[config.mk]
export PLATFORM = sky130hd
export DESIGN_NAME = cpt_timer
export DESIGN_NICKNAME = d
export VERILOG_FILES = /design/src/cpt_timer_dummy_none.sv /design/src/cpt_pkg.sv /design/src/cpt_timer.sv
export SDC_FILE = /design/constraint.sdc
export NUM_CORES = 1
export LEC_CHECK = 0
export BUFFER_PORTS_ARGS = -buffer_cell sky130_fd_sc_hd__buf_2
export CORE_ASPECT_RATIO = 1.1
export CORE_UTILIZATION = 40
export CTS_CLUSTER_DIAMETER = 150
export DETAILED_ROUTE_END_ITERATION = 8
export GPL_TIMING_DRIVEN = 0
export SYNTH_ARGS = -nofsm -noshare
export SYNTH_HDL_FRONTEND = slang
export SYNTH_SLANG_ARGS = --single-unit
export TNS_END_PERCENT = 100
[constraint.sdc]
create_clock -name pclk -period 3.6 [get_ports pclk]
set_input_delay 0.36 -clock pclk [delete_from_list [all_inputs] [get_ports pclk]]
set_output_delay 0.36 -clock pclk [all_outputs]
set_load 0.03 [all_outputs]
[src/cpt_timer_dummy_none.sv]
`timescale 1ns/1ps
`default_nettype none
`default_nettype wire

[src/cpt_pkg.sv]
`default_nettype none
package cpt_pkg;
	localparam logic [7:0] CPT_OFS_CTRL0 = 8'h00;
	localparam logic [7:0] CPT_OFS_CTRL1 = 8'h04;
	localparam logic [7:0] CPT_OFS_CNT_LO = 8'h08;
	localparam logic [7:0] CPT_OFS_CNT_HI = 8'h0c;
	localparam logic [7:0] CPT_OFS_CMPA_LO = 8'h10;
	localparam logic [7:0] CPT_OFS_CMPA_HI = 8'h14;
	localparam logic [7:0] CPT_OFS_PERIOD = 8'h18;

	localparam logic [2:0] CPT_CLK_SYS_DIV4 = 3'h0;
	localparam logic [2:0] CPT_CLK_SYS = 3'h1;
	localparam logic [2:0] CPT_CLK_FH_DIV16 = 3'h2;
	localparam logic [2:0] CPT_CLK_FH_DIV64 = 3'h3;
	localparam logic [2:0] CPT_CLK_SUB_A = 3'h4;
	localparam logic [2:0] CPT_CLK_SUB_B = 3'h5;
	localparam logic [2:0] CPT_CLK_EXT_RISE = 3'h6;
	localparam logic [2:0] CPT_CLK_EXT_FALL = 3'h7;

	localparam logic [5:0] CPT_DIV4_MASK = 6'h03;
	localparam logic [5:0] CPT_DIV16_MASK = 6'h0f;
	localparam logic [5:0] CPT_DIV64_MASK = 6'h3f;

	localparam logic [1:0] CPT_ACT_NONE = 2'h0;
	localparam logic [1:0] CPT_ACT_LOW = 2'h1;
	localparam logic [1:0] CPT_ACT_HIGH = 2'h2;
	localparam logic [1:0] CPT_ACT_TOGGLE = 2'h3;
	localparam logic [1:0] CPT_PWM_INACTIVE = 2'h0;
	localparam logic [1:0] CPT_PWM_ACTIVE = 2'h1;
	localparam logic [1:0] CPT_PWM_WAVE = 2'h2;

	localparam logic [15:0] CPT_CNT_RST = 16'h0000;
	localparam logic [15:0] CPT_CMPA_RST = 16'h0000;
	localparam logic [7:0] CPT_PERIOD_RST = 8'h00;
	localparam logic [7:0] CPT_HOLD_RST = 8'h00;
	localparam logic [4:0] CPT_CTRL0_RST = 5'h00;
	localparam logic [7:0] CPT_CTRL1_RST = 8'h00;

	typedef enum logic [1:0] {
		CPT_MODE_CMP = 2'b00,
		CPT_MODE_UNDEF = 2'b01,
		CPT_MODE_TMR = 2'b11,
		CPT_MODE_PWM = 2'b10
	} cpt_mode_e;

	typedef struct packed {
		logic pause_bit;
		logic [2:0] clock_select_field;
		logic timer_on_bit;
	} cpt_ctrl0_s;

	typedef struct packed {
		cpt_mode_e mode_select_field;
		logic [1:0] pin_action_field;
		logic output_initial_level;
		logic output_invert_bit;
		logic duty_period_swap;
		logic clear_source_select;
	} cpt_ctrl1_s;
endpackage
`default_nettype wire

[src/cpt_timer.sv]
// What this block does
// - Separate interrupt pulses for comparator A and comparator P matches.
// - A compare match can clear the counter and change the output pin.
// - External clock pin counts only when the clock select field picks it.
// - External clock counts on rising or falling edge as selected.
// - Compare mode: match drives pin high, low or toggles as configured.
// - The same output pin carries the PWM waveform in PWM mode.
// - High bytes are direct; low bytes go through one shared 8-bit buffer.
// - Low write fills buffer; high write stores high and copies buffer low.
// - High read returns high and captures low; low read returns buffer.
// - Three modes: compare match output, timer/counter, PWM output.
// - Core is a 16-bit up-counter on internal or external clock.
// - Comparator P matches its 8-bit value to the counter's upper byte.
// - Comparator A matches its 16-bit value to the whole counter.
// - Software can only clear the counter, via the on bit rising.
// - Counter clears on overflow or selected comparator match.
// - Counter is read-only pair, A is read/write pair, P is one byte.
// - Two control registers hold all clock, mode and output settings.
// - Mode 00 compare output, 10 PWM, 11 timer/counter, 01 undefined.
// - Pause freezes the counter; clearing it resumes from that value.
// - Outside PWM, clear-select high: A match clears; low: P match or overflow clears.
`timescale 1ns/1ps
`default_nettype none
module cpt_timer (
	input wire logic pclk,
	input wire logic presetn,
	input wire logic psel,
	input wire logic penable,
	input wire logic pwrite,
	input wire logic [7:0] paddr,
	input wire logic [31:0] pwdata,
	output logic [31:0] prdata,
	output logic pready,
	output logic pslverr,
	input wire logic compact_ext_clock_pin,
	input wire logic sub_clock_pin,
	output logic compact_output_pin,
	output logic irq_compare_a,
	output logic irq_compare_p
);
	import cpt_pkg::*;

	cpt_ctrl0_s ctrl0_q;
	cpt_ctrl1_s ctrl1_q;
	logic [15:0] cnt_q, cnt_d;
	logic [15:0] cmpa_q;
	logic [7:0] period_q;
	logic [7:0] hold_q;
	logic on_prev_q;
	logic [5:0] pres_q;
	logic [2:0] ext_sync_q;
	logic [2:0] sub_sync_q;
	logic out_q, out_d;
	logic pin_q;
	logic irq_a_q, irq_p_q;
	logic [31:0] prdata_q;
	logic pready_q, pslverr_q;

	// Two flops synchronise each pin; the third stage only serves edge detection.
	always_ff @(posedge pclk or negedge presetn) begin
		if (!presetn) begin
			ext_sync_q <= 3'h0;
			sub_sync_q <= 3'h0;
			pres_q <= 6'h00;
		end else begin
			ext_sync_q <= {ext_sync_q[1:0], compact_ext_clock_pin};
			sub_sync_q <= {sub_sync_q[1:0], sub_clock_pin};
			pres_q <= pres_q + 6'h01;
		end
	end

	wire ext_rise = ext_sync_q[1] & ~ext_sync_q[2];
	wire ext_fall = ~ext_sync_q[1] & ext_sync_q[2];
	wire sub_rise = sub_sync_q[1] & ~sub_sync_q[2];

	function automatic logic clk_tick(input logic [2:0] sel, input logic [5:0] pres, input logic er,
		input logic ef, input logic sr);
		case (sel)
			CPT_CLK_SYS_DIV4: clk_tick = (pres & CPT_DIV4_MASK) == CPT_DIV4_MASK;
			CPT_CLK_SYS: clk_tick = 1'b1;
			CPT_CLK_FH_DIV16: clk_tick = (pres & CPT_DIV16_MASK) == CPT_DIV16_MASK;
			CPT_CLK_FH_DIV64: clk_tick = (pres & CPT_DIV64_MASK) == CPT_DIV64_MASK;
			CPT_CLK_SUB_A, CPT_CLK_SUB_B: clk_tick = sr;
			CPT_CLK_EXT_RISE: clk_tick = er;
			CPT_CLK_EXT_FALL: clk_tick = ef;
			default: clk_tick = 1'b0;
		endcase
	endfunction

	// The pin edge only reaches the counter through the select decode.
	wire src_tick = clk_tick(ctrl0_q.clock_select_field, pres_q, ext_rise, ext_fall, sub_rise);
	wire on_rise = ctrl0_q.timer_on_bit & ~on_prev_q;
	wire run = ctrl0_q.timer_on_bit & ~ctrl0_q.pause_bit & ~on_rise;
	wire tick = run & src_tick;
	wire [15:0] cnt_inc = cnt_q + 16'h0001;

	// A match is the moment the counter arrives at the compare value.
	wire hit_a = cnt_inc == cmpa_q;
	wire hit_p = (cnt_inc[15:8] == period_q) && (cnt_inc[7:0] == 8'h00);
	wire match_a = tick & hit_a;
	wire match_p = tick & hit_p;

	// In PWM mode the period comparator follows the swap bit, not clear-select.
	wire is_pwm = ctrl1_q.mode_select_field == CPT_MODE_PWM;
	wire clear_by_a = is_pwm ? ctrl1_q.duty_period_swap : ctrl1_q.clear_source_select;
	// A period of zero matches only at the wrap, which gives the overflow clear.
	wire clear_now = clear_by_a ? match_a : match_p;

	always_comb begin
		cnt_d = cnt_q;
		if (on_rise) begin
			cnt_d = CPT_CNT_RST;
		end else if (clear_now) begin
			cnt_d = CPT_CNT_RST;
		end else if (tick) begin
			cnt_d = cnt_inc;
		end
	end

	always_ff @(posedge pclk or negedge presetn) begin
		if (!presetn) begin
			cnt_q <= CPT_CNT_RST;
			on_prev_q <= 1'b0;
			irq_a_q <= 1'b0;
			irq_p_q <= 1'b0;
		end else begin
			cnt_q <= cnt_d;
			on_prev_q <= ctrl0_q.timer_on_bit;
			irq_a_q <= match_a;
			irq_p_q <= match_p;
		end
	end

	// Output pin logic.
	wire [1:0] act = ctrl1_q.pin_action_field;
	wire duty_src_p = ctrl1_q.duty_period_swap;
	wire pwm_on = duty_src_p ? (cnt_q[15:8] < period_q) : (cnt_q < cmpa_q);
	wire active_lvl = ctrl1_q.output_initial_level;

	always_comb begin
		out_d = out_q;
		case (ctrl1_q.mode_select_field)
			CPT_MODE_CMP: begin
				if (on_rise) begin
					out_d = ctrl1_q.output_initial_level;
				end else if (match_a) begin
					case (act)
						CPT_ACT_LOW: out_d = 1'b0;
						CPT_ACT_HIGH: out_d = 1'b1;
						CPT_ACT_TOGGLE: out_d = ~out_q;
						default: out_d = out_q;
					endcase
				end
			end
			CPT_MODE_PWM: begin
				case (act)
					CPT_PWM_INACTIVE: out_d = ~active_lvl;
					CPT_PWM_ACTIVE: out_d = active_lvl;
					CPT_PWM_WAVE: out_d = ctrl0_q.timer_on_bit ? (pwm_on ? active_lvl : ~active_lvl) : out_q;
					default: out_d = out_q;
				endcase
			end
			default: out_d = out_q;
		endcase
	end

	always_ff @(posedge pclk or negedge presetn) begin
		if (!presetn) begin
			out_q <= 1'b0;
			pin_q <= 1'b0;
		end else begin
			out_q <= out_d;
			pin_q <= out_d ^ ctrl1_q.output_invert_bit;
		end
	end

	logic pwm_on_prev, active_prev, invert_prev;

	always_ff @(posedge pclk) begin
		pwm_on_prev <= pwm_on;
		active_prev <= active_lvl;
		invert_prev <= ctrl1_q.output_invert_bit;
	end

	// APB slave with one wait state; writes land on the completing edge, read captures on the wait-state edge.
	wire setup_acc = psel & penable & ~pready_q;
	wire fire = psel & penable & pready_q;
	wire wr = fire & pwrite;
	wire rd_cap = setup_acc & ~pwrite;
	wire sel_c0 = paddr == CPT_OFS_CTRL0;
	wire sel_c1 = paddr == CPT_OFS_CTRL1;
	wire sel_dl = paddr == CPT_OFS_CNT_LO;
	wire sel_dh = paddr == CPT_OFS_CNT_HI;
	wire sel_al = paddr == CPT_OFS_CMPA_LO;
	wire sel_ah = paddr == CPT_OFS_CMPA_HI;
	wire sel_rp = paddr == CPT_OFS_PERIOD;
	wire mapped = sel_c0 | sel_c1 | sel_dl | sel_dh | sel_al | sel_ah | sel_rp;
	wire [7:0] rd_byte = sel_c0 ? {ctrl0_q, 3'h0} :
		sel_c1 ? ctrl1_q :
		sel_dh ? cnt_q[15:8] :
		sel_ah ? cmpa_q[15:8] :
		sel_rp ? period_q :
		(sel_dl | sel_al) ? hold_q : 8'h00;

	always_ff @(posedge pclk or negedge presetn) begin
		if (!presetn) begin
			pready_q <= 1'b0;
			pslverr_q <= 1'b0;
			prdata_q <= 32'h0000_0000;
		end else begin
			pready_q <= setup_acc;
			pslverr_q <= setup_acc & ~mapped;
			if (rd_cap) begin
				prdata_q <= {24'h00_0000, rd_byte};
			end
		end
	end

	always_ff @(posedge pclk or negedge presetn) begin
		if (!presetn) begin
			ctrl0_q <= CPT_CTRL0_RST;
			ctrl1_q <= CPT_CTRL1_RST;
			cmpa_q <= CPT_CMPA_RST;
			period_q <= CPT_PERIOD_RST;
			hold_q <= CPT_HOLD_RST;
		end else begin
			if (wr && sel_c0) begin
				ctrl0_q <= pwdata[7:3];
			end
			if (wr && sel_c1) begin
				ctrl1_q <= pwdata[7:0];
			end
			if (wr && sel_rp) begin
				period_q <= pwdata[7:0];
			end
			if (wr && sel_ah) begin
				cmpa_q <= {pwdata[7:0], hold_q};
			end
			if (wr && sel_al) begin
				hold_q <= pwdata[7:0];
			end else if (rd_cap && sel_dh) begin
				hold_q <= cnt_q[7:0];
			end else if (rd_cap && sel_ah) begin
				hold_q <= cmpa_q[7:0];
			end
		end
	end

	assign prdata = prdata_q;
	assign pready = pready_q;
	assign pslverr = pslverr_q;
	assign compact_output_pin = pin_q;
	assign irq_compare_a = irq_a_q;
	assign irq_compare_p = irq_p_q;
endmodule // cpt_timer
`default_nettype wire

# [Yosys cells after proc, flatten, opt, wreduce, memory -nomap -nowiden]
# Cells that the tools add are included.
# Widths: inputs -> output; s select.
[word_totals] register_bits=88 inputBits=47 output_inout_bits=37 elab_cells=123
[op_classes] n_addsub=2 magnitude_cmp=2 eq_ne=22 n_mux=23 bitwise=34 reduce_logical=16
[ops] operator="$mux 8" n=9
[ops] operator="$mux 16" n=3
[ops] operator="$eq 8x5->1 const B" n=3
[ops] operator="$add 16x1->16 const B" n=1
[ops] operator="$eq 16x16->1" n=1
[ops] operator="$eq 8x4->1 const B" n=2
[ops] operator="$logic_not 8->1" n=2
[ops] operator="$lt 16x16->1" n=1
[ops] operator="$and 1x1->1" n=15
[ops] operator="$eq 3x3->1 const B" n=4
[ops] operator="$not 1->1" n=11
[ops] operator="$eq 2x2->1 const B" n=4
[ops] operator="$eq 8x3->1 const B" n=1
[ops] operator="$eq 8x8->1" n=1
[ops] operator="$logic_and 1x1->1" n=8
[ops] operator="$lt 8x8->1" n=1
[ops] operator="$mux 1" n=7
[ops] operator="$or 1x1->1" n=7
[ops] operator="$pmux 1 s7" n=1
[ops] operator="$add 6x1->6 const B" n=1
[ops] operator="$eq 3x2->1 const B" n=2
[ops] operator="$eq 6x6->1 const B" n=1
[ops] operator="$pmux 1 s3" n=2
[ops] operator="$reduce_bool 3->1" n=2
[ops] operator="other kinds (8)" n=9

# [Depth between registers and ports, before layout]
[logic_depth] ltp_word=10 mapped_depth=12

# [Worst setup path before layout]
# OpenSTA, ideal clock, no wires.
[synth_timing] path_type="reg2reg" from="register cnt_q[1]" to="register cnt_q[7]" t_arrival_ns=2.557 required_time_ns=3.481 path_slack_ns=0.924 path_stages_with_launch=13 path_cell_list="dfrtp_1 -> ha_1 -> buf_4 -> and4_1 -> nand4_4 -> xnor2_2 -> xnor2_1 -> or4_4 -> nor4_4 -> mux2i_1 -> nand2_2 -> buf_6 -> nor2_1"
[synth_between] elab_chain_len=7 elab_cells_between_ends=12 cone_classes="add/sub (1); eq/ne (2); mux (4); bitwise (2); reduce/logical (3)"
[synth_lines] element="from (decl)" line="cpt_timer.sv:45" rtl="logic [15:0] cnt_q, cnt_d;"
[synth_lines] element="from (signal assigned)" line="cpt_timer.sv:127" rtl="cnt_q <= cnt_d;"
[synth_lines] element="$add 16x1->16 *" line="cpt_timer.sv:95" rtl="wire [15:0] cnt_inc = cnt_q + 16'h0001;"
[synth_lines] element="$eq 8x8->1 or $logic_not 8->1 (tied branches)" line="cpt_timer.sv:99" rtl="wire hit_p = (cnt_inc[15:8] == period_q) && (cnt_inc[7:0] == 8'h00);"
[synth_lines] element="$logic_and 1x1->1 *" line="cpt_timer.sv:99"
[synth_lines] element="$and 1x1->1 *" line="cpt_timer.sv:101" rtl="wire match_p = tick & hit_p;"
[synth_lines] element="via match_p" line="cpt_timer.sv:101"
[synth_lines] element="$mux 1 *" line="cpt_timer.sv:107" rtl="wire clear_now = clear_by_a ? match_a : match_p;"
[synth_lines] element="$mux 16" line="cpt_timer.sv:113" rtl="end else if (clear_now) begin"
[synth_lines] element="$mux 16" line="cpt_timer.sv:111" rtl="if (on_rise) begin"
# The timed path passes the listed nets; every way through them passes the cells marked *. The select of a mux whose other input is x is not followed.
# A chain may end at the register's enable or synchronous reset.

# [Final worst setup path]
[layout_timing] from="register cnt_q[1]" to="register cnt_q[14]"
# Same word-level chain as after synthesis.

==> results.yml <==
worst_setup_path:
  crit_required_ns: 3.84
  worst_path_largest_cell_delay_ns: 0.49
  cp_top_family: "simple AND/OR/NAND/NOR gates"
  cp.depth: 12
  start_kind: "register"
  critPathSlowestCell: "dfrtp_1"
  crit_top_cell: "xnor2_1"
  crit_chain: "ha_1, buf_4, nand4_1, nor3_1, xnor2_1, xnor2_1, or4_4, nor4_4, mux2i_1, nand2_2, buf_6, nor2_1"
  path_buf_inv: 2
  crit_fanout: 10
  rr_worst_depth: 12
  worst_ep_arrival_time_ns: 3.55
  reg2reg_slack_ns: 0.29
  crit_type: "reg2reg"
  crit_path_end_kind: "register"
power:
  intPower_mw: 1.57
  p_comb_frac: 0.095
  power_density_nw_per_um2: 339
  peakVddDrop_v: 0.000232
  power.leakage_nw: 2.96
  p_clk_frac: 0.429
  power_switching_uw: 606
  p_sw_frac: 0.278
  p_total_mw: 2.18
  p_seq_frac: 0.475
floorplanning:
  die_w_um: 115
  io-pin-count: 84
  die_h_um: 126
  start_util: 0.416
  die_area_um2: 14400
  rows: 44
  core_um2: 13400
drt:
  via_per_inst: 5.48
  final_antenna_net_count: 0
  postRouteWirelength_mm: 14.7
  drt_iter0_markers: 269
  vias: 4540
  drc: 0
  routedWlPerCell_um: 17.8
  drtPass1Iterations: 5
sta:
  maxSlewHeadroom: 0.132
  worst_slack_ns: 0.294
  max_freq_ghz: 0.302
  drv_slew: 0
  setup_violations: 0
  finalCriticalPeriod_ns: 3.31
  rsz0062_at_grt: "no"
  timing.final.crit_share: 0.918
  finalHoldViolCount: 0
  setup_tns_ns: 0
  fin_skew_ns: 0.00923
  worst_pin_slew_ns: 1.29
cts:
  cts_tree: "done"
  clk_latency_ns: 0.36
  clockRootBuffer: "clkbuf_16"
  postCtsSetupBuffers: 0
  htreeDepth: 3
  cts.sinks: 88
  path_clk_slew_ns: 0.07
  cts_made_buffers: 9
  clockBufferDepth: 2
yosys:
  synth_area_leaders: "dfrtp_1 (39%), mux2_2 (7.5%), ha_1 (5.8%)"
  yosys_warnings: 0
  synth_top_area_share: 0.394
  synth_seq_cells: 88
  ys_seq_area_frac: 0.394
  dominantRegCellSynth: "dfrtp_1"
  avgSynthCellArea_um2: 9.78
  synth_edf_count: 0
  yosysMostFrequentCell: "dfrtp_1"
  synth_area_leader_cell: "dfrtp_1"
  synth_commonest_cells: "dfrtp_1 (88), nor2_1 (52), nand2_1 (49)"
  synth-async-reset-ratio: 1.00
  synth_cell_types: 66
  syn_inst: 571
  netlist_area_um2: 5590
min_path:
  holdCritPathClass: "in2reg"
  whs_path_depth: 1
grt:
  grt_antenna_before_repair: 0
  grt_overflow: 0
  grt_max_degree: 66
  grt_pass1_wl_mm: 23.9
  track_usage: 0.221
  grt_pass1_vias: 4385
cells_and_area:
  final_layout_size_suffix_gt1_frac: 0.216
  nets: 713
  area_growth_pct: 14.8
  n_antenna_cell: 0
  fin_cells: 829
place:
  gp_congestion: 0.991
  io_buffers: 33
  hpwl_mm: 11.4
  place_inst: 812
  post-place-ws_ns: 0.203
outcome:
  outcome: "finished clean"
run:
  drv_cap: 0
==> power by group through the flow <==
stage	clock [mW]	sequential [mW]	combinational (mW)
2_1_floorplan	0	1.09	0.0928
3_3_place_gp	0	1.05	0.203
3_5_place_dp	0	1.05	0.208
4_1_cts	0.961	1.03	0.209
5_1_grt	1.01	1.04	0.226
6_report	0.934	1.03	0.207
==> metrics by stage <==
stage          hold slack, ns  instance area [µm²]   util
6_report                0.102                 6410  0.477
5_1_grt                0.0916                 6410  0.477
4_1_cts                0.0925                 6410  0.477
3_5_place_dp            0.289                 6100  0.454
3_3_place_gp            0.333                 6070  0.452
2_1_floorplan          0.0644                 5670      -
==> area by class of cell <==
type                            instances  area (µm²)
Clock inverter                          7        72.6
Sequential cell                        88        2200
Inverter                               27         101
Tap cell                              184         230
Fill cell                            1322        7020
Multi-Input combinational cell        433        3080
Buffer                                 46         299
Clock buffer                            9         225
Timing Repair Buffer                   35         205
==> path summary, 6_finish.rpt <==
| kind | from | end |
|---|---|---|
| min reg2reg | ext_sync_q[0]$_DFF_PN0_ | ext_sync_q[1]$_DFF_PN0_ |
| max | cnt_q[1]$_DFFE_PN0P_ | cnt_q[14]$_DFFE_PN0P_ |
| max reg2reg | cnt_q[1]$_DFFE_PN0P_ | cnt_q[14]$_DFFE_PN0P_ |
| min in group asynchronous | presetn | cmpa_q[0]$_DFFE_PN0P_ |
| min | compact_ext_clock_pin | ext_sync_q[0]$_DFF_PN0_ |
| max in group asynchronous | presetn | out_q$_DFF_PN0_ |
==> timing repair <==
item,in CTS,in global routing
hold endpoints to repair,23,0
hold buffers,1,0
resized for setup,0,1
setup endpoints to repair,0,10
==> worst register-to-register path, delay by kind of cell, from the launching register on <==
kind          cells  cell delay, ns
flops             1            0.49
fa+ha+maj         1            0.21
xor+xnor          2            0.36
simple gates      6            1.66
buf+inv           2            0.32
mux               1            0.14
==> registers in the layout, summed over array words and instances (netlist names), 2 cells and up <==
name and count:
cmpa_q 16, cnt_q 16, act 2, ctrl1_q 4, sub_sync_q 3, period_q 8
ext_sync_q 3, ctrl0_q 5, hold_q 8, pres_q 6, prdata 8
==> layer usage <==
metal	up-vias	track usage	part of all wire	routed length (µm)
li1	2142	-	-	-
met1	2229	0.302	0.45	6650
met2	140	0.344	0.47	6910
met3	29	0.0318	0.043	636
met4	0	0.102	0.036	525
met5	-	0	0	0
==> kinds of logic (layout without fill, tap and decap cells) <==
kind of cell / count (synthesis) / in the layout / synth area share
AND/OR/NAND/NOR: 183 / 183 / 0.171
AO/OA/AOI/OAI: 109 / 109 / 0.136
flip-flops: 88 / 88 / 0.394
buffers and inverters: 73 / 124 / 0.0717
XOR/XNOR: 50 / 50 / 0.0871
multiplexers: 41 / 41 / 0.0817
adder cells (fa/ha/maj): 26 / 26 / 0.0582
other: 1 / 24 / 0.000671
==> placed cells by master, fill, tap and decap left out, types with 4 or more instances in the layout <==
cell type  count
a21o_1         4
a21oi_1       30
a221o_1        5
a22o_1         8
a22oi_1        8
a31oi_1        8
a41oi_1        4
and4_1         5
buf_2         37
buf_4         29
clkbuf_1      10
clkbuf_16      9
conb_1        24
dfrtp_1       88
ha_1          26
inv_1         27
mux2_2        37
mux2i_1        4
nand2_1       49
nand3_1       15
nand4_1       11
nor2_1        52
nor2b_1        6
nor3_1        11
nor4_2         4
o211ai_1       5
o21ai_0       15
or3_1          5
xnor2_1       26
xor2_1        20
Note: power is estimated with default switching activity, not from simulation.
